<file path="src/core/ppcg_pkg.sv">
/*
  Package for the port pin control and GPIO block: register offsets,
  field positions, reset values and encodings.
  Assumes a plain register port with 32-bit data and word addresses.
*/
package ppcg_pkg;

  // ----------------------------------------------------------------
  // Register offsets (word index on the register port)
  // ----------------------------------------------------------------
  localparam logic [7:0] OFS_OUT_DATA   = 8'h00; // Output data
  localparam logic [7:0] OFS_OUT_SET    = 8'h01; // Output set
  localparam logic [7:0] OFS_OUT_CLEAR  = 8'h02; // output_clear_reg
  localparam logic [7:0] OFS_OUT_TOGGLE = 8'h03; // Output toggle
  localparam logic [7:0] OFS_IN_DATA    = 8'h04; // Input data
  localparam logic [7:0] OFS_DIRECTION  = 8'h05; // pin_direction_reg
  localparam logic [7:0] OFS_IRQ_FLAGS  = 8'h06; // Pin event flags
  localparam logic [7:0] OFS_IRQ_ENABLE = 8'h07; // Pin event enables
  localparam logic [7:0] OFS_PIN_CFG0   = 8'h10; // pin_config_reg, pin 0

  // ----------------------------------------------------------------
  // pin_config_reg field positions
  // ----------------------------------------------------------------
  localparam int PCR_PULL_SEL   = 0;  // Pull select: 1 up, 0 down
  localparam int PCR_PULL_EN    = 1;  // pull_enable
  localparam int PCR_SLEW       = 2;  // Slew: 1 slow, 0 fast
  localparam int PCR_FILTER     = 4;  // passive_filter_enable
  localparam int PCR_DRIVE      = 6;  // drive_strength_select
  localparam int PCR_FUNC_LO    = 8;  // Function select, 3 bits
  localparam int PCR_PIN_IRQ_CONFIG_LO    = 16; // pin_irq_config, 4 bits
  localparam int PCR_DMA_SEL    = 20; // 1 routes event to DMA
  localparam logic [31:0] PCR_RESET = 32'h0000_0000;

  // ----------------------------------------------------------------
  // Encodings
  // ----------------------------------------------------------------
  localparam logic [2:0] FUNC_ANALOG = 3'h0; // Analog or disabled
  localparam logic [2:0] FUNC_GPIO   = 3'h1; // GPIO
  localparam logic [3:0] PIN_IRQ_CONFIG_OFF     = 4'h0;
  localparam logic [3:0] PIN_IRQ_CONFIG_LOW     = 4'h8;
  localparam logic [3:0] PIN_IRQ_CONFIG_RISE    = 4'h9;
  localparam logic [3:0] PIN_IRQ_CONFIG_FALL    = 4'ha;
  localparam logic [3:0] PIN_IRQ_CONFIG_EITHER  = 4'hb;
  localparam logic [3:0] PIN_IRQ_CONFIG_HIGH    = 4'hc;

endpackage : ppcg_pkg

</file>
<file path="src/core/ppcg_port.sv">
/*
  Port pin control, pin event detection and GPIO for one port.
  Assumes inputs synchronous to CLK_SYS_IN and a zero-wait register
  port; pad wake-up path is combinational so it works without clock.
*/
// Local design decisions: the address-and-strobe port and the register offsets.
`timescale 1ns/100ps
// Function
// - Each pin has own flag and enable
// - Per-pin rising, falling, either, low, high trigger
// - Per-pin choice of interrupt or DMA request
// - Event wake-up works without bus clock
// - Pin events work in every mux function
// - Per-pin pull up, down or none
// - Per-pin high or low drive strength
// - Per-pin fast or slow slew
// - Per-pin passive filter enable bit
// - Function select: analog, GPIO, six peripherals
// - Pad settings apply in every function
// - Input data reads pin in all modes
// - Set, clear, toggle registers modify output
// - Single-cycle zero-wait register access path
// - Config value 10 arms falling edge
// - Function value 1 selects GPIO
// - Direction bit one means output
// - Clear register write drives output low
module ppcg_port #(
  parameter int NPINS = 8 // Pins in the port
) (
  // Clock and reset
  input  wire logic             CLK_SYS_IN,
  input  wire logic             SYS_RST_IN,
  // Register port (single_cycle_io_path)
  input  wire logic [7:0]       REG_ADDR_IN,
  input  wire logic [31:0]      REG_WDATA_IN,
  input  wire logic             REG_WR_IN,
  input  wire logic             REG_RD_IN,
  output logic      [31:0]      REG_RDATA_OUT,
  // Pads
  input  wire logic [NPINS-1:0] PAD_IN,
  output logic      [NPINS-1:0] PAD_OUT,
  output logic      [NPINS-1:0] PAD_OE_N_OUT,
  output logic      [NPINS-1:0] PAD_PULL_EN_OUT,
  output logic      [NPINS-1:0] PAD_PULL_UP_OUT,
  output logic      [NPINS-1:0] PAD_DRIVE_HI_OUT,
  output logic      [NPINS-1:0] PAD_SLEW_SLOW_OUT,
  output logic      [NPINS-1:0] PAD_FILTER_EN_OUT,
  output logic      [NPINS*3-1:0] PAD_FUNC_OUT,
  // Peripheral functions
  input  wire logic [NPINS-1:0] PERIPH_OUT_IN,
  input  wire logic [NPINS-1:0] PERIPH_OE_IN,
  // Requests
  output logic                  IRQ_OUT,
  output logic      [NPINS-1:0] DMA_REQ_OUT,
  output logic                  WAKE_OUT
);

  // ----------------------------------------------------------------
  // State
  // ----------------------------------------------------------------
  logic [NPINS-1:0] out_data_r;   // Output data
  logic [NPINS-1:0] out_data_nxt; // Next output data
  logic [NPINS-1:0] dir_r;        // Direction, 1 output
  logic [NPINS-1:0] in_data_r;    // Sampled pin level
  logic [NPINS-1:0] flag_r;       // Sticky event flags
  logic [NPINS-1:0] flag_nxt;     // Next flags
  logic [NPINS-1:0] irq_en_r;     // Per-pin enables
  logic [31:0]      pcr_r [NPINS]; // Pin config registers
  logic [31:0]      rdata_r;      // Read data register

  // ----------------------------------------------------------------
  // Address decode
  // ----------------------------------------------------------------
  wire logic wr_out   = REG_WR_IN && REG_ADDR_IN == ppcg_pkg::OFS_OUT_DATA;
  wire logic wr_set   = REG_WR_IN && REG_ADDR_IN == ppcg_pkg::OFS_OUT_SET;
  wire logic wr_clr   = REG_WR_IN && REG_ADDR_IN == ppcg_pkg::OFS_OUT_CLEAR;
  wire logic wr_tog   = REG_WR_IN && REG_ADDR_IN == ppcg_pkg::OFS_OUT_TOGGLE;
  wire logic wr_dir   = REG_WR_IN && REG_ADDR_IN == ppcg_pkg::OFS_DIRECTION;
  wire logic wr_flag  = REG_WR_IN && REG_ADDR_IN == ppcg_pkg::OFS_IRQ_FLAGS;
  wire logic wr_irqen = REG_WR_IN
                        && REG_ADDR_IN == ppcg_pkg::OFS_IRQ_ENABLE;
  wire logic [NPINS-1:0] wmask = REG_WDATA_IN[NPINS-1:0];

  // ----------------------------------------------------------------
  // Output data next value
  // ----------------------------------------------------------------
  always_comb begin
    out_data_nxt = out_data_r;
    if (wr_out) begin
      out_data_nxt = wmask;
    end else if (wr_set) begin
      out_data_nxt = out_data_r | wmask;
    end else if (wr_clr) begin
      out_data_nxt = out_data_r & ~wmask;
    end else if (wr_tog) begin
      out_data_nxt = out_data_r ^ wmask;
    end
  end

  // ----------------------------------------------------------------
  // Per-pin logic
  // ----------------------------------------------------------------
  logic [NPINS-1:0] event_hit;  // Detector fired this cycle
  logic [NPINS-1:0] dma_sel;    // Event routed to DMA
  logic [NPINS-1:0] prev_in;    // Previous sampled level
  logic [NPINS-1:0] async_hit;  // Unclocked detector for wake

  genvar g;
  generate
    for (g = 0; g < NPINS; g++) begin : g_pin
      wire logic [3:0] pin_irq_config = pcr_r[g][ppcg_pkg::PCR_PIN_IRQ_CONFIG_LO +: 4];
      wire logic [2:0] func = pcr_r[g][ppcg_pkg::PCR_FUNC_LO +: 3];
      wire logic       gpio = func == ppcg_pkg::FUNC_GPIO;
      wire logic       cur  = in_data_r[g];
      wire logic       rise = cur && !prev_in[g];
      wire logic       fall = !cur && prev_in[g];
      wire logic       wr_pcr = REG_WR_IN && REG_ADDR_IN ==
                        8'(ppcg_pkg::OFS_PIN_CFG0 + 8'(g));

      // Detector ignores function select
      assign event_hit[g] =
        (pin_irq_config == ppcg_pkg::PIN_IRQ_CONFIG_RISE   && rise) ||
        (pin_irq_config == ppcg_pkg::PIN_IRQ_CONFIG_FALL   && fall) ||
        (pin_irq_config == ppcg_pkg::PIN_IRQ_CONFIG_EITHER && (rise || fall)) ||
        (pin_irq_config == ppcg_pkg::PIN_IRQ_CONFIG_LOW    && !cur) ||
        (pin_irq_config == ppcg_pkg::PIN_IRQ_CONFIG_HIGH   && cur);
      // Raw pad comparison needs no clock for wake
      assign async_hit[g] =
        (pin_irq_config == ppcg_pkg::PIN_IRQ_CONFIG_RISE   && PAD_IN[g] && !cur) ||
        (pin_irq_config == ppcg_pkg::PIN_IRQ_CONFIG_FALL   && !PAD_IN[g] && cur) ||
        (pin_irq_config == ppcg_pkg::PIN_IRQ_CONFIG_EITHER && PAD_IN[g] != cur) ||
        (pin_irq_config == ppcg_pkg::PIN_IRQ_CONFIG_LOW    && !PAD_IN[g]) ||
        (pin_irq_config == ppcg_pkg::PIN_IRQ_CONFIG_HIGH   && PAD_IN[g]);
      assign dma_sel[g] = pcr_r[g][ppcg_pkg::PCR_DMA_SEL];

      // Pad settings independent of function
      assign PAD_PULL_EN_OUT[g]   = pcr_r[g][ppcg_pkg::PCR_PULL_EN];
      assign PAD_PULL_UP_OUT[g]   = pcr_r[g][ppcg_pkg::PCR_PULL_SEL];
      assign PAD_DRIVE_HI_OUT[g]  = pcr_r[g][ppcg_pkg::PCR_DRIVE];
      assign PAD_SLEW_SLOW_OUT[g] = pcr_r[g][ppcg_pkg::PCR_SLEW];
      assign PAD_FILTER_EN_OUT[g] = pcr_r[g][ppcg_pkg::PCR_FILTER];
      assign PAD_FUNC_OUT[g*3 +: 3] = func;

      // Output mux: GPIO or peripheral; analog leaves pad undriven
      assign PAD_OUT[g] = gpio ? out_data_r[g] : PERIPH_OUT_IN[g];
      assign PAD_OE_N_OUT[g] = gpio ? !dir_r[g]
                             : (func == ppcg_pkg::FUNC_ANALOG)
                               || !PERIPH_OE_IN[g];

      // Pin config register
      always_ff @(posedge CLK_SYS_IN) begin
        if (SYS_RST_IN) begin
          pcr_r[g] <= ppcg_pkg::PCR_RESET;
        end else if (wr_pcr) begin
          pcr_r[g] <= REG_WDATA_IN;
        end
      end
    end
  endgenerate

  // ----------------------------------------------------------------
  // Flags: set wins over write-one-to-clear
  // ----------------------------------------------------------------
  always_comb begin
    flag_nxt = flag_r;
    if (wr_flag) begin
      flag_nxt = flag_r & ~wmask;
    end
    flag_nxt = flag_nxt | event_hit;
  end

  // ----------------------------------------------------------------
  // Port registers
  // ----------------------------------------------------------------
  always_ff @(posedge CLK_SYS_IN) begin
    if (SYS_RST_IN) begin
      out_data_r <= '0;
      dir_r      <= '0;
      in_data_r  <= '0;
      prev_in    <= '0;
      flag_r     <= '0;
      irq_en_r   <= '0;
    end else begin
      out_data_r <= out_data_nxt;
      if (wr_dir) dir_r <= wmask;
      in_data_r  <= PAD_IN;
      prev_in    <= in_data_r;
      flag_r     <= flag_nxt;
      if (wr_irqen) irq_en_r <= wmask;
    end
  end

  // ----------------------------------------------------------------
  // Read mux, answer in the next cycle, no wait
  // ----------------------------------------------------------------
  logic [31:0] rd_mux; // Selected read value
  always_comb begin
    rd_mux = 32'h0000_0000;
    unique case (REG_ADDR_IN)
      ppcg_pkg::OFS_OUT_DATA:   rd_mux[NPINS-1:0] = out_data_r;
      ppcg_pkg::OFS_IN_DATA:    rd_mux[NPINS-1:0] = in_data_r;
      ppcg_pkg::OFS_DIRECTION:  rd_mux[NPINS-1:0] = dir_r;
      ppcg_pkg::OFS_IRQ_FLAGS:  rd_mux[NPINS-1:0] = flag_r;
      ppcg_pkg::OFS_IRQ_ENABLE: rd_mux[NPINS-1:0] = irq_en_r;
      default: begin
        // Set, clear, toggle and unmapped read zero
        for (int i = 0; i < NPINS; i++) begin
          if (REG_ADDR_IN == 8'(ppcg_pkg::OFS_PIN_CFG0 + 8'(i)))
            rd_mux = pcr_r[i];
        end
      end
    endcase
  end

  always_ff @(posedge CLK_SYS_IN) begin
    if (SYS_RST_IN) rdata_r <= 32'h0000_0000;
    else if (REG_RD_IN) rdata_r <= rd_mux;
    else rdata_r <= 32'h0000_0000;
  end
  assign REG_RDATA_OUT = rdata_r;

  // ----------------------------------------------------------------
  // Requests
  // ----------------------------------------------------------------
  assign IRQ_OUT     = |(flag_r & irq_en_r & ~dma_sel);
  assign DMA_REQ_OUT = flag_r & irq_en_r & dma_sel;
  assign WAKE_OUT    = |((async_hit | flag_r) & irq_en_r);
endmodule : ppcg_port

</file>
<file path="config.mk">
export PLATFORM = sky130hd
export DESIGN_NAME = ppcg_port
export DESIGN_NICKNAME = d
export VERILOG_FILES = /design/src/core/ppcg_pkg.sv /design/src/core/ppcg_port.sv
export SDC_FILE = /design/constraint.sdc
export NUM_CORES = 1
export LEC_CHECK = 0
export BUFFER_PORTS_ARGS = -buffer_cell sky130_fd_sc_hd__buf_2
export CAP_MARGIN = 20
export CORE_MARGIN = 10
export CORE_UTILIZATION = 42
export DETAILED_ROUTE_END_ITERATION = 6
export GPL_TIMING_DRIVEN = 1
export SLEW_MARGIN = 10
export SYNTH_ARGS = -nofsm -noshare
export SYNTH_HDL_FRONTEND = slang
export SYNTH_SLANG_ARGS = --single-unit
</file>
<file path="constraint.sdc">
create_clock -name CLK_SYS_IN -period 3.75 [get_ports CLK_SYS_IN]
set_clock_uncertainty 0.2 [all_clocks]
set_input_delay 0.75 -clock CLK_SYS_IN [delete_from_list [all_inputs] [get_ports CLK_SYS_IN]]
set_output_delay 0.75 -clock CLK_SYS_IN [all_outputs]
set_load 0.01 [all_outputs]
</file>
==> results of run 1 <==
-- layout make-up --
type / count / area (sq um)
clock inverter: 14 / 116.4
timing repair buffer: 264 / 1589
multi-input combinational: 1034 / 6818
inverter: 38 / 142.6
sequential: 336 / 9289
fill: 3671 / 20300
antenna: 2 / 5.005
tap: 525 / 656.9
clock buffer: 56 / 1092
-- synthesized netlist by cell type, drive strengths merged, types with 7 or more instances --
master / count
edfxtp: 256
and2: 209
nand2: 119
a21oi: 107
buf: 92
dfxtp: 80
clkbuf: 79
nor2: 79
o21ai: 70
mux2i: 68
nor4: 51
inv: 38
o22ai: 36
ha: 32
nor2b: 26
a2bb2oi: 22
nor3: 20
o211ai: 17
nand2b: 16
a31oi: 13
and3: 13
mux2: 12
mux4: 12
nand3: 11
or2: 11
nand3b: 10
o221a: 9
a222oi: 7
-- sequential cells by signal (all words and copies together) (netlist names) --
signal and flops:
flag_r 8, REG_RDATA_OUT 32, irq_en_r 8, pcr_r 256
prev_in 8, dir_r 8, out_data_r 8, in_data_r 8
-- cells in the final DEF (no fill, tap or decap), drive strengths merged, types with 38 or more instances in the layout --
cell type	count
o21ai	70
nor4	51
buf	264
mux2i	68
clkbuf	56
nand2	119
nor2	79
dfxtp	80
inv	38
and2	209
a21oi	107
edfxtp	256
-- power by group through the flow --
stage	registers (uW)	clock network (uW)	logic (uW)
2_1_floorplan	4300	0	465
3_3_place_gp	4350	0	741
3_5_place_dp	4360	0	751
4_1_cts	4280	3730	754
5_1_grt	4300	3900	812
6_report	4280	3680	754
-- logic make-up (layout without fill, tap and decap cells) --
kind of cell | Yosys count | after routing | synth area share
multiplexers | 92 | 92 | 0.06352
AND/OR/NAND/NOR | 583 | 583 | 0.1863
XOR/XNOR | 6 | 6 | 0.003074
flip-flops | 336 | 336 | 0.5433
other | 0 | 2 | 0
adder cells (fa/ha/maj) | 32 | 32 | 0.02342
AO/OA/AOI/OAI | 321 | 321 | 0.1185
buffers and inverters | 209 | 372 | 0.06184
-- critical path: cells and delay by family, from the launching register on --
kind,cells,cell delay [ns]
AOI/OAI and AO/OA,3,0.78
and+or+nand+nor,2,0.70
buffers and inverters,1,0.16
DFF,1,0.50
-- per-layer routing --
layer | vias up | wire length (microns)
met5 | - | 13
met4 | 2 | 1631
met3 | 94 | 5627
li1 | 5954 | -
met2 | 661 | 27550
met1 | 6414 | 24220
-- metrics by stage --
stage	setup WS (ns)	area [sq um]	hold WS, ns	std cells
2_1_floorplan	0.2940	17100	0.2551	1579
3_3_place_gp	0.5697	18500	0.2739	2197
3_5_place_dp	0.5764	18500	0.2814	2197
4_1_cts	0.07581	19700	0.2265	2267
5_1_grt	0.03501	19700	0.2461	2267
6_report	0.1177	19710	0.2450	2269
-- path summary, 6_finish.rpt --
check,depth (start not counted),end,startpoint
setup / recovery,6,WAKE_OUT,pcr_r[1][80]
hold / removal,2,in_data_r[2],PAD_IN[2]
setup reg to reg,5,REG_RDATA_OUT[2],irq_en_r[2]
hold reg to reg,2,flag_r[7],flag_r[7]
==> results.rst, run 1 <==
.. list-table::
   :header-rows: 1

   * - Metric
     - Value
   * - Status
     - finished clean
   * - Cells taking the most area after synthesis
     - sky130_fd_sc_hd__edfxtp_1 (45%), sky130_fd_sc_hd__dfxtp_1 (9.4%), sky130_fd_sc_hd__and2_1 (7.6%)
   * - Total of endpoints with negative setup slack in the final report
     - 0
   * - Dominant register cell in the synthesized netlist
     - sky130_fd_sc_hd__edfxtp_1
   * - H-Tree Depth
     - 2
   * - Starting DRC count in detailed routing
     - 1,456
   * - Congestion Overflow GR
     - 0
   * - Crit-path max FO
     - 9
   * - R2R setup slack
     - 1.82 ns
   * - Combinational power share
     - 0.087
   * - DRT Pass-1 Iters
     - 6
   * - Maximum count of clock buffers along a single path
     - 3
   * - Half-perimeter wire length after placement
     - 41,260 microns
   * - Register bit count reported by yosys
     - 336
   * - Ports placed on the boundary
     - 190
   * - Type of the tightest min-delay check
     - in2reg
   * - Final Total Pwr
     - 8719 uW
   * - Power density relative to cell area
     - 442.4 nW/um^2
   * - Number of instances in the synthesized netlist
     - 1,579
   * - Post-layout utilization of the core
     - 0.4927
   * - Final critical-path share of the clock period
     - 0.9686
   * - WL/cell
     - 26.02 microns
   * - Final WL
     - around 60,000 microns
   * - Synthesis-to-finish area growth
     - 15.28%
   * - Fraction of final layout cells sized beyond drive strength 1
     - 0.2216
   * - Number of enable-type register cells in the synthesized netlist
     - roughly 260
   * - Switching power
     - 2138 uW
   * - PortBufs
     - 189
   * - Critical path arrival
     - between 2 and 3 ns
   * - Net count after synthesis
     - 1,679
   * - Global-route wire length before repair
     - 87,240 microns
   * - DR vias/cell
     - 5.784
   * - Seq pwr share
     - 0.491
   * - Met1 track demand over resource in global routing
     - 0.3046
   * - Source-to-sink clock delay at the later pin of the worst-skew pair
     - 0.55 ns
   * - Max-capacitance violation count
     - 0
   * - Synthesized cell area
     - 17,100 sq um
   * - Post-route DRC
     - 0
   * - Clock network fraction of total power
     - 0.422
   * - CTS sink cnt
     - 336
   * - Global-route usage over all layers
     - 0.2325
   * - Share of the synthesized area in the top cell type
     - 0.4496
   * - Met2 usage
     - 0.3744
   * - Worst supply voltage drop on vdd
     - 0.0002921 V
   * - CTS Buf Count
     - 39
   * - CTS hold repair buffers
     - 0
   * - Setup TNS
     - 0 ns
   * - Actual slew at the worst max-slew pin
     - between 1 and 1.5 ns
   * - GR Layer Usage met3
     - 0.05523
   * - Worst-path cell chain
     - nor3b_1 > o211a_1 > a311o_1 > a32o_1 > or4_1 > buf_2
   * - Via count
     - between 10,000 and 15,000
   * - Required arrival time at the worst endpoint
     - 2.80 ns
   * - Maximum single-stage delay on the critical path
     - 0.51 ns
   * - Gpl congestion
     - 0.9284
   * - Setup repair after global routing missed its margin
     - no
   * - Internal portion of total power
     - 6580 uW
   * - Leakage
     - about 0.0074 uW
   * - Switching part of the total
     - 0.2453
   * - Register area share after synthesis
     - 0.5433
   * - Count of yosys warnings during synthesis
     - 0
   * - Biggest area consumer among synthesized cells
     - sky130_fd_sc_hd__edfxtp_1
   * - Share of flip-flops with an asynchronous set or reset after synthesis
     - 0
   * - Cell chosen for the clock root
     - sky130_fd_sc_hd__clkbuf_16
   * - Unique masters post-synth
     - 64
   * - Number of placement rows
     - 73
   * - Endpoint type of the worst setup path
     - primary output
   * - Layout net count
     - roughly 1,800
   * - Max Clk Rate
     - between 200 and 300 MHz
   * - Antenna-violating nets left
     - 0
   * - Slowest cell on the critical path
     - sky130_fd_sc_hd__or4_1
   * - Post-CTS setup repair buffer count
     - 0
   * - Startpoint-to-endpoint class of the critical path
     - reg2out
   * - Clock tree from TritonCTS
     - built
   * - Count of final max-slew check failures
     - 0
   * - Initial Util
     - 0.4273
   * - Gr busiest metal
     - met2
   * - Die height
     - 221.8 microns
   * - Min Clock Period, post-route
     - 3.632 ns
   * - Synthesized area per cell
     - 10.83 sq um
   * - Clk slew on worst S/H paths
     - 0.06 ns
   * - Critical path launch point type
     - flip-flop
   * - Full die area
     - 49,180 sq um
   * - Initial antenna violation count
     - 4
   * - Via count of the first global-routing pass
     - 13,090
   * - Post-cts sizing count
     - 0
   * - Pin count of the biggest net entering global routing
     - 50
   * - Core outline area
     - 40,010 sq um
   * - Worst slew margin relative to its limit
     - 0.2659
   * - Final hold violation count
     - 0
   * - Die extent in x
     - 221.8 microns
(Power assumes the default switching activity.)
==> inputs of run 2 (changes only) <==
Settings changed: CORE_ASPECT_RATIO set to 0.6, CORE_UTILIZATION 42 to 59, PLACE_DENSITY set to 0.8.
==> run 2 against run 1 <==
The flow now finishes with violations (design-rule violations). Hold slack lost 0.043 ns. Critical path depth is the same. Combinational power rose by 1%. Worst setup slack worse by 0.046 ns. Critical path type unchanged.
==> results.rst, run 2 (synthesis gave the netlist of run 1 again) <==
.. list-table::
   :header-rows: 1

   * - Metric
     - Value
   * - Final critical-path share of the clock period
     - 0.9809 (+0.01231)
   * - Layout fillers
     - 2,165 (-41%)
   * - Commonest non-fill, non-tap cell in the layout
     - sky130_fd_sc_hd__edfxtp_1
   * - Commonest non-fill, non-tap cells in the layout
     - sky130_fd_sc_hd__edfxtp_1 (256), sky130_fd_sc_hd__and2_1 (209), sky130_fd_sc_hd__buf_2 (187)
   * - Clock tree from TritonCTS
     - built
   * - Cell area after placement
     - 18,310 sq um (-1.0%)
   * - Logic depth of the worst register-to-register path
     - 5 (unchanged)
   * - Gpl congestion
     - 0.9976 (+7.5%)
   * - Number of placement rows
     - 48 (-34%)
   * - Initial Util
     - 0.5968 (+0.1694)
   * - CTS Buf Count
     - 31 (-21%)
   * - H-Tree Depth
     - 1 (-1)
   * - Worst supply voltage drop on vdd
     - 0.0003878 V (+33%)
   * - Worst-path cell chain
     - nor3b_1 > o211a_1 > a311o_1 > a32o_1 > or4_1 > buf_2
   * - CTS hold repair buffers
     - 0 (unchanged)
   * - DR vias/cell
     - 6.579 (+14%)
   * - Source-to-sink clock delay at the later pin of the worst-skew pair
     - 0.59 ns (+0.04 ns)
   * - Hold Crit Depth
     - 2 (unchanged)
   * - Core outline area
     - 28,650 sq um (-28%)
   * - Fraction of final layout cells sized beyond drive strength 1
     - 0.2227 (+0.001151)
   * - Synthesis-to-finish area growth
     - 13.43%
   * - Final hold violation count
     - 0 (unchanged)
   * - Layout net count
     - 1,808 (-0.28%)
   * - Register with the most flip-flops
     - pcr_r
   * - Crit-path max FO
     - 7 (-2)
   * - Die extent in x
     - 239.8 microns (+8.1%)
   * - Full die area
     - 36,410 sq um (-26%)
   * - Cell chosen for the clock root
     - sky130_fd_sc_hd__clkbuf_16
   * - Maximum single-stage delay on the critical path
     - 0.53 ns (+0.02 ns)
   * - Status
     - finished, violations left
   * - DRT Pass-1 Iters
     - 7 (+1)
   * - Worst path top cell family by delay
     - compound AO/OA/AOI/OAI gates
   * - Max Clk Rate
     - 271.9 MHz (-1.3%)
   * - Levels on crit path
     - 6 (unchanged)
   * - Startpoint-to-endpoint class of the critical path
     - reg2out
   * - Ports placed on the boundary
     - 190 (unchanged)
   * - Failing checks
     - design-rule violations
   * - Global-route wire length before repair
     - 82,100 microns (-5.9%)
   * - Clk slew on worst S/H paths
     - 0.07 ns (about the same)
   * - WL/cell
     - 26.35 microns (+1.3%)
   * - Worst slew margin relative to its limit
     - 0.2224 (-0.04355)
   * - CTS sink cnt
     - 336 (unchanged)
   * - Post-layout utilization of the core
     - 0.6769 (+0.1843)
   * - Via count of the first global-routing pass
     - 13,240 (+1.2%)
   * - Required arrival time at the worst endpoint
     - 2.80 ns (about the same)
   * - Worst path bufs/invs
     - 1 (unchanged)
   * - Leakage
     - 0.007381 uW (-0.76%)
   * - Number of flip-flops under the largest register name
     - 256 (unchanged)
   * - Setup repair after global routing missed its margin
     - no
   * - Initial antenna violation count
     - 6 (+2)
   * - Min Clock Period, post-route
     - 3.678 ns (+0.04617 ns)
   * - Slowest cell on the critical path
     - sky130_fd_sc_hd__or4_1
   * - Antenna-violating nets left
     - 0 (unchanged)
   * - Hold slack final
     - 0.2025 ns (-0.04253 ns)
   * - Endpoint type of the worst setup path
     - primary output
   * - R2R setup slack
     - 1.77 ns (-0.05 ns)
   * - Half-perimeter wire length after placement
     - 38,520 microns (-6.6%)
   * - Multi-input logic area
     - 6804 sq um (-0.20%)
   * - Setup TNS
     - 0 ns (unchanged)
   * - Type of the tightest min-delay check
     - in2reg
   * - Power density relative to cell area
     - 431.0 nW/um^2 (-2.6%)
   * - Area occupied by registers
     - 9289 sq um (unchanged)
   * - Count of final max-slew check failures
     - 0 (unchanged)
   * - Critical path arrival
     - 2.73 ns (+0.05 ns)
   * - Post-route DRC
     - 2 (+2)
   * - Die height
     - 151.9 microns (-32%)
   * - Starting DRC count in detailed routing
     - 2,408 (+65%)
   * - Via count
     - 13,890 (+5.8%)
   * - Global-route usage over all layers
     - 0.2931 (+0.06061)
   * - Total of endpoints with negative setup slack in the final report
     - 0 (unchanged)
   * - PortBufs
     - 189 (unchanged)
   * - Final WL
     - 55,640 microns (-5.8%)
   * - Pin count of the biggest net entering global routing
     - 52 (+4.0%)
   * - Maximum count of clock buffers along a single path
     - 3 (unchanged)
   * - Congestion Overflow GR
     - 0 (unchanged)
   * - Max-capacitance violation count
     - 0 (unchanged)
   * - Non-Filler Cell Area, Final
     - 19,390 sq um (-1.6%)
   * - Critical path launch point type
     - flip-flop
   * - Actual slew at the worst max-slew pin
     - 1.162 ns (+0.06103 ns)
-- run 2: worst paths after layout --
kind / start / endpoint
hold / removal: PAD_IN[2] / in_data_r[2]
setup reg to reg: pcr_r[0][80] / REG_RDATA_OUT[16]
setup / recovery: pcr_r[1][80] / WAKE_OUT
hold reg to reg: flag_r[3] / flag_r[3]
-- run 2: per-layer routing --
layer,track usage,part of all wire,up-vias
li1,-,-,5932
met1,0.4152,0.38,6623
met2,0.4256,0.43,1189
met3,0.08851,0.16,140
met4,0.08457,0.030,4
met5,0,0.00061,-
-- run 2: where the power goes --
part	leakage [uW]	internal [uW]	switching, uW
clock network	0.000519	1840	1470
registers	0.00308	4150	131
logic	0.00378	266	496
total	0.00738	6260	2100
-- run 2: worst register-to-register path: cells and delay by family, from the launching register on --
family             cells  cell delay [ns]
AOI/OAI and AO/OA      4             0.76
DFF                    1             0.51
muxes                  1             0.38
-- run 2: area by class of cell --
type                    instances  area share
repair buffers                267     0.08375
inverters                      38    0.007355
flip-flops and latches        336      0.4790
clock inverters                20     0.01045
diodes                          3   0.0003871
multi-input cells            1034      0.3509
clock buffers                  38     0.04400
well taps                     375     0.02420
-- run 2: repair_timing --
item                       in CTS  in global routing
resized for setup               0                  0
setup endpoints to repair       0                  1
setup buffers                   0                  3
-- run 2: per-stage QoR --
step / cells / worst slack (ns) / power, uW
finish: 2111 / 0.07157 / 8357
global route: 2109 / 0.005867 / 8563
CTS: 2105 / 0.05577 / 8336
detailed placement: 2047 / 0.4785 / 5092
global placement: 2047 / 0.3833 / 5063
floorplan: 1579 / 0.2940 / 4762
